**src/hv_indirect_params.svh**
```systemverilog
// Constants for the indirect high-voltage configuration block.
// Included by the bench and the design module; definitions only.
`ifndef HV_INDIRECT_PARAMS_SVH
`define HV_INDIRECT_PARAMS_SVH
`define HV_STAGING_ADDR   32'hFFFF080C
`define HV_COMMAND_ADDR   32'hFFFF0804
`define HV_CMD_RD_CFG     4'h0
`define HV_CMD_RD_STA     4'h2
`define HV_CMD_WR_CFG     4'h8
`define HV_CFG_RESET      8'h00
`define HV_STA_RESET      8'h00
`define HV_CFG_USED_MASK  8'h1F
`define HV_BIT_LOWSUP_EN  4
`define HV_BIT_ATTEN_DIAG 3
`define HV_BIT_LIN_REEN   2
`define HV_BIT_SC_PASSIVE 1
`define HV_BIT_LIN_EN     0
`define HV_STA_BIT_SHORT  0
`define HV_STA_BIT_LOWSUP 2
`define HV_CMD_BIT_BUSY   0
`define HV_CMD_BIT_RD_OK  1
`define HV_CMD_BIT_WR_OK  2
`define HV_CLOCK_HZ       20000000
`define HV_SHORT_MIN_NS   20000
`define HV_LATENCY_MAX_NS 10000
`endif

```
**src/hv_indirect_pkg.sv**
```systemverilog
// Types shared by the indirect high-voltage configuration block.
// Assumes the params header is on the include path.
`default_nettype none
package hv_indirect_pkg;
   typedef enum logic [1:0] {idle_st, busy_st} hv_state_type;
endpackage
`default_nettype wire

```
**src/hv_indirect_config_data.sv**
```systemverilog
// Staging register, command interpreter and indirect configuration register.
// Assumes a word-wide MMR strobe port on the core clock; supply and short inputs are async.
//
// Behaviour
// - Staging register is twelve bits wide
// - Staging bits 11:8 report associated command
// - Codes: 0 read cfg, 2 read status, 8 write
// - Staging bits 7:0 hold transfer byte
// - Config register resets zero, command access only
// - Config bit 4 enables low supply flag
// - Config bit 3 enables attenuator diagnostic
// - Bit 2 re-enables driver, then self clears
// - Bit 1 set: report short, keep driver
// - Bit 1 clear: report short, disable driver
// - Short counted only after over 20 us
// - Config bit 0 enables LIN transceiver
// - Busy bit shows command in progress
// - Interrupt event while idle loads status into staging
`include "hv_indirect_params.svh"
`default_nettype none
module hv_indirect_config_data
   import hv_indirect_pkg::*;
#(
   parameter int SHORT_CYCLES   = (`HV_SHORT_MIN_NS * (`HV_CLOCK_HZ / 1000000)) / 1000 + 1,
   parameter int LATENCY_CYCLES = (`HV_LATENCY_MAX_NS * (`HV_CLOCK_HZ / 1000000)) / 1000
) (
   input  wire logic        clock,
   input  wire logic        rst,
   input  wire logic [31:0] bus_addr,
   input  wire logic        bus_write,
   input  wire logic        bus_read,
   input  wire logic [31:0] bus_wdata,
   output logic      [31:0] bus_rdata,
   input  wire logic        lin_short_pin,
   input  wire logic        supply_low_pin,
   input  wire logic        irq_enable_mask,
   output logic             hv_irq,
   output logic             lin_driver_enable,
   output logic             lin_transceiver_enable,
   output logic             atten_diag_enable,
   output logic             low_supply_flag_enable
);
   hv_state_type state;
   logic [7:0]  hv_circuit_config;
   logic [7:0]  hv_status_indirect;
   logic [11:0] hv_data_staging;
   logic [3:0]  pending_cmd;
   logic [2:0]  cmd_flags;
   logic [15:0] wait_count;
   logic [15:0] short_count;
   logic        short_s1, short_s2, supply_s1, supply_s2;
   logic        short_seen, short_seen_d, low_supply_flag, driver_off;
   logic        wr_command, wr_staging, start_cmd, irq_load, done;

   function automatic logic valid_cmd(input logic [7:0] code);
      valid_cmd = (code == {4'h0, `HV_CMD_RD_CFG}) || (code == {4'h0, `HV_CMD_RD_STA})
                  || (code == {4'h0, `HV_CMD_WR_CFG});
   endfunction

   assign wr_command = bus_write && (bus_addr == `HV_COMMAND_ADDR);
   assign wr_staging = bus_write && (bus_addr == `HV_STAGING_ADDR);
   assign irq_load   = short_seen && !short_seen_d;
   assign start_cmd  = (state == idle_st) && wr_command && valid_cmd(bus_wdata[7:0]);
   assign done       = (state == busy_st) && (wait_count == 16'h0000);

   // Pins are asynchronous to the core clock
   always_ff @(posedge clock) begin
      if (rst) begin
         short_s1  <= 1'b0;
         short_s2  <= 1'b0;
         supply_s1 <= 1'b0;
         supply_s2 <= 1'b0;
      end else begin
         short_s1  <= lin_short_pin;
         short_s2  <= short_s1;
         supply_s1 <= supply_low_pin;
         supply_s2 <= supply_s1;
      end
   end

   // Short filter: glitches under the minimum never reach the status bit
   always_ff @(posedge clock) begin
      if (rst) begin
         short_count <= 16'h0000;
         short_seen  <= 1'b0;
      end else if (!short_s2) begin
         short_count <= 16'h0000;
         short_seen  <= 1'b0;
      end else if (short_count >= 16'(SHORT_CYCLES)) begin
         short_seen <= 1'b1;
      end else begin
         short_count <= short_count + 16'h0001;
      end
   end

   always_ff @(posedge clock) begin
      if (rst) short_seen_d <= 1'b0;
      else short_seen_d <= short_seen;
   end

   // Command sequencer; an interrupt load also occupies the interface
   always_ff @(posedge clock) begin
      if (rst) begin
         state       <= idle_st;
         pending_cmd <= `HV_CMD_RD_CFG;
         wait_count  <= 16'h0000;
         cmd_flags   <= 3'b000;
      end else begin
         case (state)
            idle_st: begin
               if (irq_load) begin
                  state       <= busy_st;
                  pending_cmd <= `HV_CMD_RD_STA;
                  wait_count  <= 16'(LATENCY_CYCLES - 1);
                  cmd_flags   <= 3'b001;
               end else if (start_cmd) begin
                  state       <= busy_st;
                  pending_cmd <= bus_wdata[3:0];
                  wait_count  <= 16'(LATENCY_CYCLES - 1);
                  cmd_flags   <= 3'b001;
               end
            end
            busy_st: begin
               if (done) begin
                  state     <= idle_st;
                  cmd_flags <= (pending_cmd == `HV_CMD_WR_CFG) ? 3'b100 : 3'b010;
               end else begin
                  wait_count <= wait_count - 16'h0001;
               end
            end
            default: state <= idle_st;
         endcase
      end
   end

   always_ff @(posedge clock) begin
      if (rst) begin
         hv_data_staging <= 12'h000;
      end else if (done && pending_cmd != `HV_CMD_WR_CFG) begin
         hv_data_staging <= {pending_cmd,
            (pending_cmd == `HV_CMD_RD_STA) ? hv_status_indirect : hv_circuit_config};
      end else if (done) begin
         hv_data_staging[11:8] <= pending_cmd;
      end else if (wr_staging && state == idle_st) begin
         hv_data_staging[7:0] <= bus_wdata[7:0];
      end
   end

   always_ff @(posedge clock) begin
      if (rst) begin
         hv_circuit_config <= `HV_CFG_RESET;
      end else if (done && pending_cmd == `HV_CMD_WR_CFG) begin
         hv_circuit_config <= hv_data_staging[7:0] & `HV_CFG_USED_MASK;
      end else begin
         hv_circuit_config[`HV_BIT_LIN_REEN] <= 1'b0;
      end
   end

   // Low-supply latch: armed by enabling, dropped by a supply dip or disabling
   // Enable bit only moves on a config write, so the write itself arms or drops
   always_ff @(posedge clock) begin
      if (rst) begin
         low_supply_flag <= 1'b0;
      end else if (supply_s2) begin
         low_supply_flag <= 1'b0;
      end else if (done && pending_cmd == `HV_CMD_WR_CFG) begin
         low_supply_flag <= hv_data_staging[`HV_BIT_LOWSUP_EN];
      end
   end

   // Short status: new event wins over the read clear
   always_ff @(posedge clock) begin
      if (rst) begin
         hv_status_indirect <= `HV_STA_RESET;
      end else begin
         hv_status_indirect[`HV_STA_BIT_LOWSUP] <= low_supply_flag;
         if (irq_load)
            hv_status_indirect[`HV_STA_BIT_SHORT] <= 1'b1;
         else if ((done && pending_cmd == `HV_CMD_RD_STA) || hv_circuit_config[`HV_BIT_LIN_REEN])
            hv_status_indirect[`HV_STA_BIT_SHORT] <= 1'b0;
      end
   end

   always_ff @(posedge clock) begin
      if (rst) begin
         driver_off <= 1'b0;
      end else if (irq_load && !hv_circuit_config[`HV_BIT_SC_PASSIVE]) begin
         driver_off <= 1'b1;
      end else if (hv_circuit_config[`HV_BIT_LIN_REEN]) begin
         driver_off <= 1'b0;
      end
   end

   always_ff @(posedge clock) begin
      if (rst) bus_rdata <= 32'h0000_0000;
      else if (bus_read && bus_addr == `HV_STAGING_ADDR) bus_rdata <= {20'h00000, hv_data_staging};
      else if (bus_read && bus_addr == `HV_COMMAND_ADDR) bus_rdata <= {29'h0, cmd_flags};
      else bus_rdata <= 32'h0000_0000;
   end

   assign hv_irq                 = hv_status_indirect[`HV_STA_BIT_SHORT] && irq_enable_mask;
   assign lin_transceiver_enable = hv_circuit_config[`HV_BIT_LIN_EN];
   assign lin_driver_enable      = hv_circuit_config[`HV_BIT_LIN_EN] && !driver_off;
   assign atten_diag_enable      = hv_circuit_config[`HV_BIT_ATTEN_DIAG];
   assign low_supply_flag_enable = hv_circuit_config[`HV_BIT_LOWSUP_EN];

   // Independent run length of the synchronised short; the filter check
   // must not lean on the filter's own counter
   logic [15:0] short_run;

   always_ff @(posedge clock) begin
      if (rst || !short_s2) begin
         short_run <= 16'h0000;
      end else if (short_run != 16'hFFFF) begin
         short_run <= short_run + 16'h0001;
      end
   end

   a_busy_length: assert property (@(posedge clock) disable iff (rst)
      $rose(state == busy_st) |-> (state == busy_st) [*8] ##[1:300] (state == idle_st))
      else $error("busy window wrong");

   a_busy_refuse: assert property (@(posedge clock) disable iff (rst)
      (state == busy_st && !done) |=> $stable(pending_cmd))
      else $error("command taken while busy");

   a_irq_loads_status: assert property (@(posedge clock) disable iff (rst)
      (irq_load && state == idle_st) |=> pending_cmd == `HV_CMD_RD_STA)
      else $error("interrupt did not queue status load");

   a_status_load: assert property (@(posedge clock) disable iff (rst)
      (done && pending_cmd == `HV_CMD_RD_STA) |=>
      hv_data_staging == {`HV_CMD_RD_STA, $past(hv_status_indirect)})
      else $error("status not loaded into staging");

   a_reenable_clears: assert property (@(posedge clock) disable iff (rst)
      hv_circuit_config[`HV_BIT_LIN_REEN] |=> !hv_circuit_config[`HV_BIT_LIN_REEN])
      else $error("re-enable bit stuck");

   a_reserved_zero: assert property (@(posedge clock) disable iff (rst)
      hv_circuit_config[7:5] == 3'b000)
      else $error("reserved config bits set");

   a_active_off: assert property (@(posedge clock) disable iff (rst)
      (irq_load && !hv_circuit_config[`HV_BIT_SC_PASSIVE] && !hv_circuit_config[`HV_BIT_LIN_REEN])
      |=> !lin_driver_enable)
      else $error("driver kept on in active mode");

   a_passive_keep: assert property (@(posedge clock) disable iff (rst)
      (hv_circuit_config[`HV_BIT_SC_PASSIVE] && !driver_off) |=> !driver_off)
      else $error("driver cut in passive mode");

   a_short_status: assert property (@(posedge clock) disable iff (rst)
      irq_load |=> hv_status_indirect[`HV_STA_BIT_SHORT])
      else $error("short not recorded in status");

   a_short_filter: assert property (@(posedge clock) disable iff (rst)
      $rose(short_seen) |-> short_run > 16'(SHORT_CYCLES))
      else $error("short accepted too early");

   a_cmd_field_hold: assert property (@(posedge clock) disable iff (rst)
      !done |=> $stable(hv_data_staging[11:8]))
      else $error("command field changed without completion");

   a_write_config: assert property (@(posedge clock) disable iff (rst)
      (done && pending_cmd == `HV_CMD_WR_CFG) |=>
      hv_circuit_config == ($past(hv_data_staging[7:0]) & `HV_CFG_USED_MASK))
      else $error("config write lost");

   a_lowsup_drop: assert property (@(posedge clock) disable iff (rst)
      supply_s2 |=> !low_supply_flag)
      else $error("low supply flag survived a dip");

   // Main scenarios worth seeing at least once
   c_write_cmd: cover property (@(posedge clock) done && pending_cmd == `HV_CMD_WR_CFG);
   c_read_sta: cover property (@(posedge clock) done && pending_cmd == `HV_CMD_RD_STA);
   c_short_off: cover property (@(posedge clock) irq_load && driver_off == 1'b0);
   c_short_glitch: cover property (@(posedge clock) $fell(short_s2) && !short_seen);
   c_lowsup_drop: cover property (@(posedge clock) $fell(low_supply_flag));
endmodule
`default_nettype wire

```
**config.mk**
```make
export PLATFORM = sky130hd
export DESIGN_NAME = hv_indirect_config_data
export DESIGN_NICKNAME = d
export VERILOG_FILES = /design/src/hv_indirect_pkg.sv /design/src/hv_indirect_config_data.sv
export VERILOG_INCLUDE_DIRS = /design/src /design/src/src
export SDC_FILE = /design/constraint.sdc
export NUM_CORES = 1
export LEC_CHECK = 0
export CAP_MARGIN = 20
export CORE_MARGIN = 2
export CORE_UTILIZATION = 60
export CTS_CLUSTER_DIAMETER = 40
export CTS_CLUSTER_SIZE = 24
export DETAILED_ROUTE_END_ITERATION = 16
export DONT_BUFFER_PORTS = 1
export GPL_TIMING_DRIVEN = 0
export HOLD_SLACK_MARGIN = 0.1
export PLACE_DENSITY_LB_ADDON = 0.15
export SYNTH_ARGS = -nofsm -noshare
export SYNTH_HDL_FRONTEND = slang
export SYNTH_SLANG_ARGS = --single-unit
export TNS_END_PERCENT = 30
```
**constraint.sdc**
```tcl
create_clock -name clock -period 2.7 [get_ports clock]
set_input_delay 0 -clock clock [delete_from_list [all_inputs] [get_ports clock]]
set_output_delay 0 -clock clock [all_outputs]
set_load 0.02 [all_outputs]
```
# Yosys cells after proc, flatten, opt, wreduce, memory -nomap -nowiden
# Cells that the tools add are included.
[word_totals] wordCells=103 regBits=100 output_inout_bits=37 inputBits=71
[op_classes] n_lt_le_gt_ge=1 bitwise_logic=2 reduce_logical=39 n_eq_ne=12 mux=26 add_sub_neg=2
[ops] cell="$eq 32x32->1 const B" n=2
[ops] cell="$mux 16" n=3
[ops] cell="$pmux 16 s2" n=1
[ops] cell="$mux 12" n=2
[ops] cell="$add 16x1->16 const B" n=1
[ops] cell="$ge 16x9->1 const B" n=1
[ops] cell="$logic_not 16->1" n=1
[ops] cell="$mux 8" n=2
[ops] cell="$sub 16x1->16 const B" n=1
[ops] cell="$logic_and 1x1->1" n=15
[ops] cell="$mux 3" n=5
[ops] cell="$mux 4" n=3
[ops] cell="$reduce_bool 2->1" n=6
[ops] cell="$eq 8x2->1 const B" n=1
[ops] cell="$eq 8x4->1 const B" n=1
[ops] cell="$logic_not 8->1" n=1
[ops] cell="$reduce_or 2->1" n=4
[ops] cell="$mux 2" n=3
[ops] cell="$pmux 3 s2" n=1
[ops] cell="$reduce_and 2->1" n=3
[ops] cell="$reduce_and 3->1" n=2
[ops] cell="$mux 5" n=1
[ops] cell="$eq 4x2->1 const B" n=1
[ops] cell="$eq 4x4->1 const B" n=1
[ops] cell="11 further kinds" n=20

# Depth between registers and ports, before layout
[depth] word_depth=7 depth_mapped=9 ltp_nobuf=7

# Least setup slack after synthesis
# No wires, ideal clock.
[synth_path] kind="register to register" from="register short_count[1]" to="register short_count[5]" t_required_ns=2.629 path_buffers=0 path_slack_ns=0.449 path_stages_with_launch=8 arrival_ns=2.180 setup_ns=0.071 period_less_slack_ns=2.251 cell_sequence="dfxtp_1 > inv_1 > ha_1 > or4b_1 > a211o_1 > a31o_1 > or4_1 > a21oi_1"
[synth_between] elab_chain_cells=1 elab_cells_between_ends=2 classes_between="add/sub (1); order compare (1)"
[synth_lines] element="start, declared" line="hv_indirect_config_data.sv:50" source="logic [15:0] short_count;"
[synth_lines] element="start signal, assigned" line="hv_indirect_config_data.sv:92" source="short_count <= short_count + 16'h0001;"
[synth_lines] element="$add 16x1->16 / $ge 16x9->1 (equally long branches)" line="hv_indirect_config_data.sv:92, hv_indirect_config_data.sv:89"
# Several ways; a longest one is shown, not always the timed one.
# A chain may end at the register's enable or synchronous reset.

==> flow_summary_export.csv <==
group,metric,value,unit
grt,grt_max_degree,14,
synth,synth_seq_area_share,0.450,
timing,rsz0062_at_grt,"no",
synth,ys_async_sr_fraction,0,
placement,io_buffer_count,0,
worst_setup_path,rrSetupSlack,0.22,ns
power_and_ir_drop,power.density,542,mW/mm^2
floorplan,io_pins,108,
worst_setup_path,slowest_stage,"a31oi_1",
timing,whs,0.116,ns
timing,worst_pin_slew,0.989,ns
synth,synth_ff_type,"dfxtp_1",
synth,avgSynthCellArea,9.02,sq um
worst_setup_path,endpoint,"wait_count[6]",
clock_tree,clk_pin_slew_worst_paths,0.08,ns
worst_setup_path,path_buf_inv,1,
worst_setup_path,r2r_end,"wait_count[6]",
worst_setup_path,critPathKind,"reg -> reg",
timing,drv_slew,0,
floorplan,coreArea,0.00554,sq mm
timing,finalSetupTns,0,ns
worst_setup_path,required,2.94,ns
worst_setup_path,critical_path.top_delay_family,"compound AO/OA/AOI/OAI gates",
floorplan,rows,27,
worst_setup_path,path_cells,"clkbuf_1 -> nor2b_1 -> and4_1 -> a31oi_1 -> o21ai_0 -> o211a_1",
placement,gp_congestion,0.854,
worst_setup_path,worstPathArrival,2.71,ns
power_and_ir_drop,leakage,0.00168,uW
worst_setup_path,crit_path_max_fanout,8,
clock_tree,cts.path.max_buffers,2,
timing,timing.final.crit_share,0.917,
detailed_routing,first_pass_iters,5,
timing,slew_headroom,0.331,
detailed_routing,ant_nets,0,
final_layout,final_util,0.730,
detailed_routing,finalWirelength,7710,um
power_and_ir_drop,clkPwrFrac,0.428,
floorplan,dieArea,0.00641,sq mm
status,status,"finished, final reports clean",
clock_tree,root_buffer,"clkbuf_8",
synth,netlist_area,0.00347,sq mm
worst_setup_path,slowest_delay,0.59,ns
final_layout,finalNetCount,510,
clock_tree,cts.sinks,78,
synth,synth.most_common_cell,"dfxtp_1",
worst_setup_path,r2r_start,"cmd_flags[0]",
synth,yosys_register_bits,78,
synth,yosys.area.top_type,"dfxtp_1",
clock_tree,cts_buffers,9,
final_layout,n_antenna_cell,0,
floorplan,start_util,0.626,
placement,dpl.hpwl,5300,um
clock_tree,cts_tree,"yes",
job,drv_cap,0,
power_and_ir_drop,ir_drop,0.554,mV
power_and_ir_drop,comb_power_share,0.046,
synth,postSynthCellCount,385,
hold_path,holdCritPathClass,"in -> reg",
worst_setup_path,start_kind,"flip-flop",
synth,synth_edf_count,0,
worst_setup_path,cp.depth,6,
grt,grt_use_total,0.255,
timing,max_freq,404,MHz
timing,fin_crit,2.48,ns
grt,grt_pass1_vias,2722,
final_layout,fillers,445,
clock_tree,post_cts_buffers,0,
clock_tree,clock_latency,0.35,ns
final_layout,final_layout_size_suffix_gt1_frac,0.109,
floorplan,die_y,80.1,um
synth,synth_cell_types,54,
timing,skew,0.0116,ns
synth,yosysTopAreaCellShare,0.450,
floorplan,fp.dieW,80.1,um
power_and_ir_drop,pwr-share-seq,0.526,
detailed_routing,drc,0,
power_and_ir_drop,p_switching,474,uW
detailed_routing,wl_per_cell,15.1,um
worst_setup_path,critical_path.startpoint,"cmd_flags[0]",
final_layout,multi_input_area,0.00173,sq mm
detailed_routing,via_per_inst,5.68,
detailed_routing,vias,2904,
power_and_ir_drop,swShare,0.216,
final_layout,syn_to_final_growth,16.5,%
synth,yosysWarnings,0,
clock_tree,htree_levels,3,
grt,grt_overflow,0,
worst_setup_path,cp-end-kind,"flip-flop",
worst_setup_path,ff2ff_path_depth,6,
final_layout,seq_area,0.00156,sq mm
grt,grt_antenna_before_repair,0,
timing,finalSetupViolations,0,
synth,synth_area_leaders,"dfxtp_1, mux2i_1, buf_4",
timing,hold_viol_final,0,
detailed_routing,drtIter0Drc,161,
power_and_ir_drop,p_int,1720,uW
grt,grt_first_pass_wirelength,12500,um
synth,synthTopCellsByCount,"dfxtp_1, nor2_1, nand2_1",
cell type report:
| type | instances | area share |
|---|---|---|
| Timing Repair Buffer | 19 | 0.0470 |
| Clock inverter | 5 | 0.0207 |
| Buffer | 35 | 0.0514 |
| Multi-Input combinational cell | 277 | 0.427 |
| Clock buffer | 11 | 0.0325 |
| Tap cell | 72 | 0.0223 |
| Sequential cell | 78 | 0.386 |
| Inverter | 14 | 0.0130 |
power groups by stage:
| stage | clock network (uW) | logic (uW) | registers [uW] |
|---|---|---|---|
| 3_5_place_dp | 0 | 81.4 | 1180 |
| 5_1_grt | 1000 | 109 | 1150 |
| 2_1_floorplan | 0 | 72.3 | 1180 |
| 4_1_cts | 956 | 99.2 | 1150 |
| 6_report | 938 | 101 | 1150 |
| 3_3_place_gp | 0 | 80.7 | 1180 |
cell usage in the layout, fill, tap and decap left out, types with 3 or more instances in the layout:
| cell | Yosys | routed |
|---|---|---|
| a21oi_1 | 13 | 13 |
| a31oi_1 | 7 | 7 |
| and2_1 | 20 | 20 |
| and4_1 | 3 | 3 |
| buf_4 | 20 | 20 |
| clkbuf_1 | 14 | 16 |
| clkbuf_8 | 0 | 9 |
| conb_1 | 1 | 20 |
| dfxtp_1 | 78 | 78 |
| dlygate4sd3_1 | 0 | 19 |
| ha_1 | 5 | 5 |
| inv_1 | 13 | 13 |
| mux2_2 | 3 | 3 |
| mux2i_1 | 17 | 17 |
| nand2_1 | 29 | 29 |
| nand3_1 | 14 | 14 |
| nand4_1 | 9 | 9 |
| nor2_1 | 38 | 38 |
| nor2b_1 | 10 | 10 |
| nor3_1 | 7 | 7 |
| nor4_1 | 10 | 10 |
| nor4b_1 | 4 | 3 |
| o211a_1 | 3 | 3 |
| o211ai_1 | 6 | 6 |
| o21ai_0 | 5 | 5 |
| o22ai_1 | 3 | 3 |
| o31a_1 | 3 | 3 |
| or2_2 | 4 | 4 |
| or4_1 | 8 | 8 |
| xor2_1 | 5 | 5 |
flip-flops by register name (all words and copies together) (netlist names), 2 cells and up:
register and count:
wait_count 16, hv_circuit_config 5, pending_cmd 4, short_count 16
hv_status_indirect 2, cmd_flags 3, hv_data_staging 12, bus_rdata 12
logic make-up after synthesis:
group / share of synthesized area
multiplexers: 0.0588
XOR/XNOR: 0.0177
AO/OA/AOI/OAI: 0.115
buffers and inverters: 0.0750
flip-flops: 0.450
AND/OR/NAND/NOR: 0.265
other: 0.00108
adder cells (fa/ha/maj): 0.0180
metal layers:
metal,up-vias,share of wire,track usage
li1,1427,-,-
met1,1341,0.42,0.303
met2,123,0.49,0.433
met3,13,0.070,0.0674
met4,0,0.020,0.108
met5,-,0,0
through the flow:
step | power [uW] | std cells | area (sq um) | worst slack (ns)
3_5_place_dp | 1260 | 476 | 3630 | 0.135
3_3_place_gp | 1260 | 476 | 3630 | 0.157
2_1_floorplan | 1250 | 404 | 3540 | 0.449
6_report | 2190 | 511 | 4040 | 0.223
5_1_grt | 2270 | 511 | 4040 | 0.0500
4_1_cts | 2210 | 511 | 4040 | 0.0978
how the worst min path moves through the flow:
stage / cells after the start / end / startpoint
2_1_floorplan: 1 / short_s1 / lin_short_pin
6_report: 4 / pending_cmd[1] / bus_addr[16]
5_1_grt: 4 / pending_cmd[1] / bus_addr[19]
4_1_cts: 4 / pending_cmd[1] / bus_addr[16]
3_3_place_gp: 1 / short_s1 / lin_short_pin
3_5_place_dp: 1 / supply_s1 / supply_low_pin
worst min-delay path: stages:
cell and delay (ns):
nand4_1 0.04, nor4_1 0.10, nand3_1 0.12, o221a_2 0.18
repair_timing:
action                                  in CTS  in global routing
endpoints found under the setup margin       0                  9
resized for setup                            0                  1
endpoints found under the hold margin       16                  0
hold buffers                                19                  0
(Power assumes the default switching activity.)
